## src/inc/asbp_map.vh

```
// Constants for the asynchronous byte memory access controller.
`ifndef ASBP_MAP_VH
`define ASBP_MAP_VH
`define ASBP_ADDR_W 21
`define ASBP_DATA_W 8
// Pin timing figures in picoseconds.
`define ASBP_CLK_PS 5000
`define ASBP_T_RC_PS 10000
`define ASBP_T_AA_PS 10000
`define ASBP_T_WC_PS 10000
`define ASBP_T_PWE_PS 7000
`define ASBP_T_HZWE_PS 5000
`define ASBP_T_SD_PS 5500
`define ASBP_T_HZCE_PS 5000
// Cycle counts: least times round up, at least one cycle.
`define ASBP_CEIL(t) ((((t) + `ASBP_CLK_PS - 1) / `ASBP_CLK_PS) < 1 ? 1 : \
	(((t) + `ASBP_CLK_PS - 1) / `ASBP_CLK_PS))
`define ASBP_RD_CYC `ASBP_CEIL(`ASBP_T_AA_PS)
`define ASBP_WR_PULSE_CYC `ASBP_CEIL(`ASBP_T_HZWE_PS + `ASBP_T_SD_PS)
`define ASBP_FLOAT_CYC `ASBP_CEIL(`ASBP_T_HZCE_PS)
`define ASBP_CNT_W 4
`define ASBP_CNT_ZERO 4'h0
`define ASBP_DATA_ZERO 8'h00
`define ASBP_ADDR_ZERO 21'h00_0000
`endif
```

## src/hw/asbp_ctrl.v

```verilog
// Host controller that drives an asynchronous byte-wide static memory through its pins.
//
// Summary of operation
// - Each read selects the memory and drops the select again once the byte is sampled.
// - Strobe stays high through every read cycle.
// - Address is valid no later than the combined select asserts.
// - Write strobe lasts at least float delay plus data setup time.
// - Write opens with strobe and select active; data timed to the ending edge.
`timescale 1ns/10ps
`include "asbp_map.vh"
module asbp_ctrl
(
	// Clock and reset.
	input wire core_clk_in,
	input wire rst_in,
	// User request side.
	input wire req_valid_in,
	input wire req_write_in,
	input wire [`ASBP_ADDR_W-1:0] req_addr_in,
	input wire [`ASBP_DATA_W-1:0] req_wdata_in,
	output wire req_ready_out,
	// User answer side.
	output wire rsp_valid_out,
	output wire [`ASBP_DATA_W-1:0] rsp_rdata_out,
	// Memory pins.
	output wire [`ASBP_ADDR_W-1:0] mem_addr_out,
	output wire first_select_n_out,
	output wire second_select_hi_out,
	output wire output_drive_n_out,
	output wire write_strobe_n_out,
	input wire [`ASBP_DATA_W-1:0] mem_data_in,
	output wire [`ASBP_DATA_W-1:0] mem_data_out,
	output wire [`ASBP_DATA_W-1:0] mem_data_oe_out
);
	localparam [4:0] ST_IDLE = 5'b00001;
	localparam [4:0] ST_READ = 5'b00010;
	localparam [4:0] ST_SAMPLE = 5'b00100;
	localparam [4:0] ST_WRITE = 5'b01000;
	localparam [4:0] ST_FLOAT = 5'b10000;
	// The cycle macros are integer arithmetic; the counter keeps only its own width.
	localparam integer RD_CYC_I = `ASBP_RD_CYC;
	localparam integer WR_CYC_I = `ASBP_WR_PULSE_CYC;
	localparam integer FL_CYC_I = `ASBP_FLOAT_CYC;
	localparam [`ASBP_CNT_W-1:0] RD_CYC = RD_CYC_I[`ASBP_CNT_W-1:0];
	localparam [`ASBP_CNT_W-1:0] WR_CYC = WR_CYC_I[`ASBP_CNT_W-1:0];
	localparam [`ASBP_CNT_W-1:0] FL_CYC = FL_CYC_I[`ASBP_CNT_W-1:0];
	// Three extra edges cover the synchroniser delay on the returned byte.
	localparam [`ASBP_CNT_W-1:0] SYNC_CYC = 4'h3;

	reg [4:0] state_reg;
	reg [4:0] state_next;
	reg [`ASBP_CNT_W-1:0] cnt_reg;
	reg [`ASBP_CNT_W-1:0] cnt_next;
	reg [`ASBP_ADDR_W-1:0] addr_reg;
	reg [`ASBP_ADDR_W-1:0] addr_next;
	reg [`ASBP_DATA_W-1:0] wdata_reg;
	reg [`ASBP_DATA_W-1:0] wdata_next;
	reg [`ASBP_DATA_W-1:0] rdata_reg;
	reg [`ASBP_DATA_W-1:0] rdata_next;
	reg rsp_reg;
	reg rsp_next;
	reg sel_n_reg;
	reg sel_n_next;
	reg oe_n_reg;
	reg oe_n_next;
	reg we_n_reg;
	reg we_n_next;
	reg drive_reg;
	reg drive_next;
	wire [`ASBP_DATA_W-1:0] data_sync;

	genvar gi;
	generate
		for (gi = 0; gi < `ASBP_DATA_W; gi = gi + 1)
		begin : g_sync
			asbp_sync3 u_sync
			(
				.core_clk_in(core_clk_in),
				.rst_in(rst_in),
				.pin_in(mem_data_in[gi]),
				.level_out(data_sync[gi])
			);
		end
	endgenerate

	function cnt_done;
		input [`ASBP_CNT_W-1:0] c;
		begin
			cnt_done = (c == `ASBP_CNT_ZERO);
		end
	endfunction

	assign req_ready_out = (state_reg == ST_IDLE);

	always @*
	begin
		state_next = state_reg;
		cnt_next = cnt_reg;
		addr_next = addr_reg;
		wdata_next = wdata_reg;
		rdata_next = rdata_reg;
		rsp_next = 1'b0;
		sel_n_next = sel_n_reg;
		oe_n_next = oe_n_reg;
		we_n_next = we_n_reg;
		drive_next = drive_reg;
		if (!cnt_done(cnt_reg))
			cnt_next = cnt_reg - 4'h1;
		case (state_reg)
			ST_IDLE:
			begin
				if (req_valid_in)
				begin
					// The address and select change on the same edge, so address is never late.
					addr_next = req_addr_in;
					sel_n_next = 1'b0;
					if (req_write_in)
					begin
						wdata_next = req_wdata_in;
						oe_n_next = 1'b1;
						we_n_next = 1'b0;
						drive_next = 1'b1;
						cnt_next = WR_CYC - 4'h1;
						state_next = ST_WRITE;
					end
					else
					begin
						oe_n_next = 1'b0;
						we_n_next = 1'b1;
						cnt_next = RD_CYC + SYNC_CYC - 4'h1;
						state_next = ST_READ;
					end
				end
			end
			ST_READ:
			begin
				// Select and address both hold steady for the whole read; neither moves until the count ends.
				if (cnt_done(cnt_reg))
					state_next = ST_SAMPLE;
			end
			ST_SAMPLE:
			begin
				rdata_next = data_sync;
				rsp_next = 1'b1;
				oe_n_next = 1'b1;
				sel_n_next = 1'b1;
				cnt_next = FL_CYC - 4'h1;
				state_next = ST_FLOAT;
			end
			ST_WRITE:
			begin
				if (cnt_done(cnt_reg))
				begin
					// The strobe edge ends the write; data and address hold one more cycle.
					we_n_next = 1'b1;
					cnt_next = FL_CYC - 4'h1;
					state_next = ST_FLOAT;
				end
			end
			ST_FLOAT:
			begin
				if (we_n_reg && drive_reg)
				begin
					// Select drops after the strobe so the bus is never fought over.
					drive_next = 1'b0;
					sel_n_next = 1'b1;
				end
				if (cnt_done(cnt_reg) && sel_n_reg)
					state_next = ST_IDLE;
			end
			default:
			begin
				state_next = ST_IDLE;
				sel_n_next = 1'b1;
				oe_n_next = 1'b1;
				we_n_next = 1'b1;
				drive_next = 1'b0;
			end
		endcase
	end

	always @(posedge core_clk_in)
	begin
		if (rst_in)
		begin
			state_reg <= ST_IDLE;
			cnt_reg <= `ASBP_CNT_ZERO;
			addr_reg <= `ASBP_ADDR_ZERO;
			wdata_reg <= `ASBP_DATA_ZERO;
			rdata_reg <= `ASBP_DATA_ZERO;
			rsp_reg <= 1'b0;
			sel_n_reg <= 1'b1;
			oe_n_reg <= 1'b1;
			we_n_reg <= 1'b1;
			drive_reg <= 1'b0;
		end
		else
		begin
			state_reg <= state_next;
			cnt_reg <= cnt_next;
			addr_reg <= addr_next;
			wdata_reg <= wdata_next;
			rdata_reg <= rdata_next;
			rsp_reg <= rsp_next;
			sel_n_reg <= sel_n_next;
			oe_n_reg <= oe_n_next;
			we_n_reg <= we_n_next;
			drive_reg <= drive_next;
		end
	end

	assign rsp_valid_out = rsp_reg;
	assign rsp_rdata_out = rdata_reg;
	assign mem_addr_out = addr_reg;
	// Both selects follow one register so they always agree.
	assign first_select_n_out = sel_n_reg;
	assign second_select_hi_out = ~sel_n_reg;
	assign output_drive_n_out = oe_n_reg;
	assign write_strobe_n_out = we_n_reg;
	assign mem_data_out = wdata_reg;
	assign mem_data_oe_out = {`ASBP_DATA_W{drive_reg}};
endmodule // asbp_ctrl

```

## src/hw/asbp_sync3.v

```verilog
// Three-stage synchroniser with agreement filter for one pin input bit.
`timescale 1ns/10ps
`include "asbp_map.vh"
module asbp_sync3
(
	// Clock and reset.
	input wire core_clk_in,
	input wire rst_in,
	// Pin side and filtered result.
	input wire pin_in,
	output wire level_out
);
	reg s1_reg;
	reg s2_reg;
	reg s3_reg;
	reg level_reg;
	always @(posedge core_clk_in)
	begin
		if (rst_in)
		begin
			s1_reg <= 1'b0;
			s2_reg <= 1'b0;
			s3_reg <= 1'b0;
			level_reg <= 1'b0;
		end
		else
		begin
			s1_reg <= pin_in;
			s2_reg <= s1_reg;
			s3_reg <= s2_reg;
			if (s2_reg == s3_reg)
				level_reg <= s3_reg;
		end
	end
	assign level_out = level_reg;
endmodule // asbp_sync3

```

## config.mk

```make
export PLATFORM = sky130hd
export DESIGN_NAME = asbp_ctrl
export DESIGN_NICKNAME = d
export VERILOG_FILES = /design/src/hw/asbp_ctrl.v /design/src/hw/asbp_sync3.v
export VERILOG_INCLUDE_DIRS = /design/src /design/src/inc
export SDC_FILE = /design/constraint.sdc
export NUM_CORES = 1
export LEC_CHECK = 0
export ABC_CLOCK_PERIOD_IN_PS = 4100
export BUFFER_PORTS_ARGS = -buffer_cell sky130_fd_sc_hd__buf_2
export CAP_MARGIN = 20
export CORE_MARGIN = 3
export CORE_UTILIZATION = 57
export CTS_BUF_LIST = sky130_fd_sc_hd__clkbuf_8
export CTS_CLUSTER_DIAMETER = 150
export CTS_CLUSTER_SIZE = 30
export DETAILED_ROUTE_END_ITERATION = 12
export PLACE_DENSITY = 0.87
export SLEW_MARGIN = 20
export SYNTH_ARGS = -nofsm -noshare
export SYNTH_HDL_FRONTEND = slang
export SYNTH_SLANG_ARGS = --single-unit
```

## constraint.sdc

```tcl
create_clock -name core_clk_in -period 4.1 [get_ports core_clk_in]
set_clock_uncertainty 0.1 [all_clocks]
set_input_delay 0.82 -clock core_clk_in [delete_from_list [all_inputs] [get_ports core_clk_in]]
set_output_delay 0.82 -clock core_clk_in [all_outputs]
set_load 0.02 [all_outputs]
```

==> results of run 1 <==
logic make-up after synthesis:
group | share of synthesized area, %
XOR/XNOR | 0.850
adder cells (fa/ha/maj) | 0.809
AND/OR/NAND/NOR | 22.5
multiplexers | 0.648
buffers and inverters | 6.15
flip-flops | 53.7
AO/OA/AOI/OAI | 15.3
placed cells by master (no fill, tap or decap), types with 2 or more instances in the layout:
cell,count
clkbuf_8,11
buf_2,91
a31o_1,2
buf_4,2
nor2b_1,24
nor3b_1,2
or3_4,2
nand2_1,90
and3_1,2
nand3_1,6
mux2i_1,2
a21oi_1,54
xnor2_1,2
o21ai_0,13
inv_1,9
nor2_1,11
ha_1,2
nor3_1,4
dfxtp_1,83
stage by stage:
step | setup WS [ps] | instances | area, um^2 | hold slack (ps) | util [%]
after floorplan | 1890 | 360 | 3090 | 314 | -
after detailed placement | 1640 | 492 | 3500 | 328 | 67.6
final | 1270 | 508 | 3680 | 340 | 71.1
after global routing | 1180 | 508 | 3680 | 355 | 71.1
after global placement | 1670 | 492 | 3500 | 315 | 67.6
after CTS | 1260 | 508 | 3680 | 347 | 71.1
worst max-delay path: stages (launching register included):
cell	delay (ps)
dfxtp_1	470
or3_4	470
or3_4	380
inv_2	90
buf_2	170
worst max-delay path by stage:
stage	from	to	slack, ps	depth (start not counted)
final	state_reg[1]	req_ready_out	1270	4
after global placement	state_reg[1]	req_ready_out	1670	4
after detailed placement	state_reg[1]	req_ready_out	1640	4
after global routing	state_reg[1]	req_ready_out	1180	4
after CTS	state_reg[1]	req_ready_out	1260	4
after floorplan	state_reg[1]	req_ready_out	1890	4
area by class of cell:
class / instances / area, um^2
clock buffers: 11 / 151
clock inverters: 5 / 28.8
fillers: 386 / 1490
inverters: 8 / 30.0
multi-input cells: 238 / 1250
flip-flops and latches: 83 / 1660
well taps: 70 / 87.6
repair buffers: 93 / 470
report_power, final:
group | internal (W) | leakage [nW] | switching (W)
Clock | 0.000250 | 0.0983 | 0.000280
Sequential | 0.000912 | 0.678 | 0.000104
Combinational | 0.000289 | 0.806 | 0.000486
Total | 0.00145 | 1.58 | 0.000869
layer usage:
layer	vias to the layer above	global-route usage, %
met5	-	0
met4	0	7.90
met3	13	5.76
met2	74	35.2
met1	1192	24.0
li1	1331	-
==> flow_summary.toml, run 1 <==
[logic_synthesis]
syn_nets = 403
synth-edff-count = 0
avgSynthCellArea_um2 = 8.59
ys_warn_count = 0
synthTopCellsByArea = "dfxtp_1 54%, nand2_1 11%, a21oi_1 8.7%"
yosysMostFrequentCell = "nand2_1"
ys_ff_latch = 83
synthCells = 360
synth-main-ff-cell = "dfxtp_1"
synth_top_area_share_pct = 53.7
synth_commonest_cells = "90 x nand2_1, 83 x dfxtp_1, 54 x a21oi_1"
async_flop_share_pct = 0
synth_seq_area_share_pct = 53.7
syn-cell-area_um2 = 3090
synth_cell_types = 43
synth_top_area_cell = "dfxtp_1"

[detailed_routing]
routed_wl_mm = 6.44
ant_nets = 0
wl_met3_um = 406
drt_pre_antenna_iters = 4
via_per_inst = 5.14
dr.max_layer_used = "met4"
drtIter0Drc = 184
drt_drc_violations_left = 0
num_vias = 2610
wl_per_cell_um = 12.7
routedLengthMet1_mm = 2.77
routed-wl-met2_mm = 3.13

[timing]
drv_slew = 0
fin_crit_sh_pct = 69.1
setup_viol = 0
slew_headroom_pct = 53.9
fmax_ghz = 0.353
worstMarginPinSlew_ps = 690
hold_viol_final = 0
fin_setup_tns_ps = 0
rsz0062_at_grt = "no"
min_period_ps = 2830

[floorplanning]
core-area_um2 = 5170
die_h_um = 79.7
dieArea_um2 = 6340
row_count = 26
start_util_pct = 59.8
io_pins = 92
dieWidth_um = 79.7

[power_and_ir_drop]
powerDensity_nw_per_um2 = 631
max-vdd-ir-drop_mv = 0.343
leakage_nw = 1.58
power.total_w = 0.00232

[setup_path]
cp.required_ps = 3180
reg2reg_depth = 6
r2r_start = "state_reg[1]"
cp-start-kind = "flop"
cp_max_fo = 16
crit_path_end_kind = "primary output"
worstSetupPathType = "flop to primary output"
cp.arrival_ps = 1910
r2r-end = "mem_addr_out[14]"
rrSetupSlack_ps = 1760

[clock_network]
cts_root_buf = "clkbuf_8"
post_cts_resized = 0
insertion_delay_ps = 350
cts_tree = "done"
clockBufferDepth = 2
numCtsBuffers = 9
post_cts_buffers = 0
ctsHoldBuffers = 0
clkTransAtPathRegs_ps = 80
clock-sinks = 83
cts_max_level = 3

[global_routing]
grt_pass1_wl_mm = 10.2
track_usage_pct = 20.5
overflow = 0
grt_max_degree = 50
antenna_found_initial = 0
grt_pass1_vias = 2349

[hold_path]
hold_class = "flop to flop"
hold_end = "g_sync[5].u_sync.s2_reg"
hold_depth = 1
worstHoldStart = "g_sync[5].u_sync.s1_reg"

[layout]
largest_register_ff_count = 21
drive_gt1_share_pct = 26.3
diodes = 0
syn2layout_area_growth_pct = 19.0
final_nets = 476

[placement]
gp_congestion = 0.879
io_buffers = 91
hpwl_mm = 4.58

[run]
cap_violations = 0

[outcome]
status = "finished clean"
Power figures use the tool's default switching activity.
==> inputs of run 2 (changes only) <==
--- a/config.mk
+++ b/config.mk
@@ -6,16 +6,16 @@
 export SDC_FILE = /design/constraint.sdc
 export NUM_CORES = 1
 export LEC_CHECK = 0
-export ABC_CLOCK_PERIOD_IN_PS = 4100
+export ABC_CLOCK_PERIOD_IN_PS = 2700
 export BUFFER_PORTS_ARGS = -buffer_cell sky130_fd_sc_hd__buf_2
 export CAP_MARGIN = 20
 export CORE_MARGIN = 3
-export CORE_UTILIZATION = 57
+export CORE_UTILIZATION = 53
 export CTS_BUF_LIST = sky130_fd_sc_hd__clkbuf_8
 export CTS_CLUSTER_DIAMETER = 150
 export CTS_CLUSTER_SIZE = 30
 export DETAILED_ROUTE_END_ITERATION = 12
-export PLACE_DENSITY = 0.87
+export PLACE_DENSITY = 0.82
 export SLEW_MARGIN = 20
 export SYNTH_ARGS = -nofsm -noshare
 export SYNTH_HDL_FRONTEND = slang
==> constraint.sdc (replaced) <==
create_clock -name core_clk_in -period 2.7 [get_ports core_clk_in]
set_clock_uncertainty 0.1 [all_clocks]
set_input_delay 0.54 -clock core_clk_in [delete_from_list [all_inputs] [get_ports core_clk_in]]
set_output_delay 0.54 -clock core_clk_in [all_outputs]
set_load 0.02 [all_outputs]
==> flow_summary.toml, run 2 (synthesis gave the netlist of run 1 again) <==
[timing]
fin_setup_tns_ps = 0
worstMarginPinSlew_ps = 673
drv_slew = 0
setup_viol = 0
min_period_ps = 2560
whs_ps = 295
slew_headroom_pct = 55.0
fmax_ghz = 0.390
fin_crit_sh_pct = 94.9
rsz0062_at_grt = "no"
hold_viol_final = 0

[power_and_ir_drop]
combPwrFrac_pct = 32.3
clkPwrFrac_pct = 27.2
internal_power_w = 0.00241
leakage_nw = 1.62
powerDensity_nw_per_um2 = 1010
max-vdd-ir-drop_mv = 0.542
p_sw_share_pct = 36.3
pwr-share-seq_pct = 40.5
switchingPower_w = 0.00137

[placement]
hpwl_mm = 4.71
io_buffers = 91
gp_congestion = 0.848
place_area_um2 = 3530
place_inst = 498

[clock_network]
clkTransAtPathRegs_ps = 90
cts_root_buf = "clkbuf_8"
post_cts_buffers = 0
cts_tree = "done"
insertion_delay_ps = 350
clockBufferDepth = 2
clock-sinks = 83
ctsHoldBuffers = 0
numCtsBuffers = 9
post_cts_resized = 0
cts_max_level = 3

[setup_path]
cp.required_ps = 2060
cp.arrival_ps = 1920
rrSetupSlack_ps = 370
r2r_start = "cnt_done.c[0]"
cp_max_fo = 16
r2r-end = "cnt_done.c[2]"
reg2reg_depth = 8
worstSetupPathType = "flop to primary output"
cp-start-kind = "flop"
crit_path_end_kind = "primary output"

[hold_path]
hold_class = "input pin to flop"
hold_depth = 2
hold_end = "g_sync[0].u_sync.s1_reg"
worstHoldStart = "mem_data_in[0]"

[floorplanning]
io_pins = 92
core-area_um2 = 5570
dieArea_um2 = 6790
start_util_pct = 55.5
die_h_um = 82.4
dieWidth_um = 82.4
row_count = 27

[global_routing]
grt_pass1_wl_mm = 10.5
grt_pass1_vias = 2309
overflow = 0
track_usage_pct = 20.3
grt_max_degree = 34
antenna_found_initial = 0

[detailed_routing]
wl_per_cell_um = 13.4
num_vias = 2673
drt_drc_violations_left = 0
ant_nets = 0
routed_wl_mm = 6.87
drt_pre_antenna_iters = 4
via_per_inst = 5.20
drtIter0Drc = 232

[layout]
final_nets = 480
num-fill-cells = 457
diodes = 0
fin_cells = 514
drive_gt1_share_pct = 27.4
final_area_um2 = 3770
syn2layout_area_growth_pct = 21.8
layout_commonest_cell = "buf_2"
seqCellArea_um2 = 1660
final_cell_mix = "91 x buf_2, 90 x nand2_1, 83 x dfxtp_1"
multi_input_area_um2 = 1250
largest_register_ff_count = 21

[outcome]
status = "finished clean"

[run]
cap_violations = 0
## run 2: cell type report
class                   instances  share of cell area [%]
clock buffers                  11                    4.02
multi-input cells             238                    33.2
well taps                      72                    2.39
inverters                       8                   0.797
clock inverters                 5                    2.23
repair buffers                 97                    13.3
flip-flops and latches         83                    44.1
## run 2: critical path: stages, from the launching register on
cell	delay, ps
dfxtp_1	470
or3_4	470
or3_4	380
inv_2	90
buf_2	170
## run 2: metrics by stage
stage | setup slack, ps | utilization [%] | power, W
floorplan | 773 | - | 0.00249
global placement | 440 | 63.3 | 0.00274
detailed placement | 400 | 63.3 | 0.00277
CTS | 131 | 67.6 | 0.00380
global route | 64.0 | 67.6 | 0.00400
finish | 138 | 67.6 | 0.00379
## run 2: worst max path at each step
| stage | start | endpoint | cells past startpoint | slack, ps |
|---|---|---|---|---|
| final | state_reg[1] | req_ready_out | 4 | 140 |
| after global routing | state_reg[1] | req_ready_out | 4 | 60 |
| after CTS | state_reg[1] | req_ready_out | 4 | 130 |
| after detailed placement | state_reg[1] | mem_addr_out[8] | 6 | 400 |
| after global placement | state_reg[1] | mem_addr_out[20] | 6 | 440 |
| after floorplan | state_reg[1] | req_ready_out | 4 | 770 |
## run 2: routing by layer
layer  vias to the layer above  wire length, um  track usage [%]
met1                      1230             3020             25.0
met2                        92             3200             33.8
met4                         0               68             6.64
met5                         -                0                0
met3                        10              583             5.97
li1                       1341                -                -
## run 2: power groups by stage
stage | sequential, W | combinational (W) | clock, W
after global routing | 0.00156 | 0.00135 | 0.00109
final | 0.00153 | 0.00122 | 0.00103
after detailed placement | 0.00156 | 0.00121 | 0
after CTS | 0.00153 | 0.00123 | 0.00104
after floorplan | 0.00161 | 0.000874 | 0
after global placement | 0.00155 | 0.00118 | 0
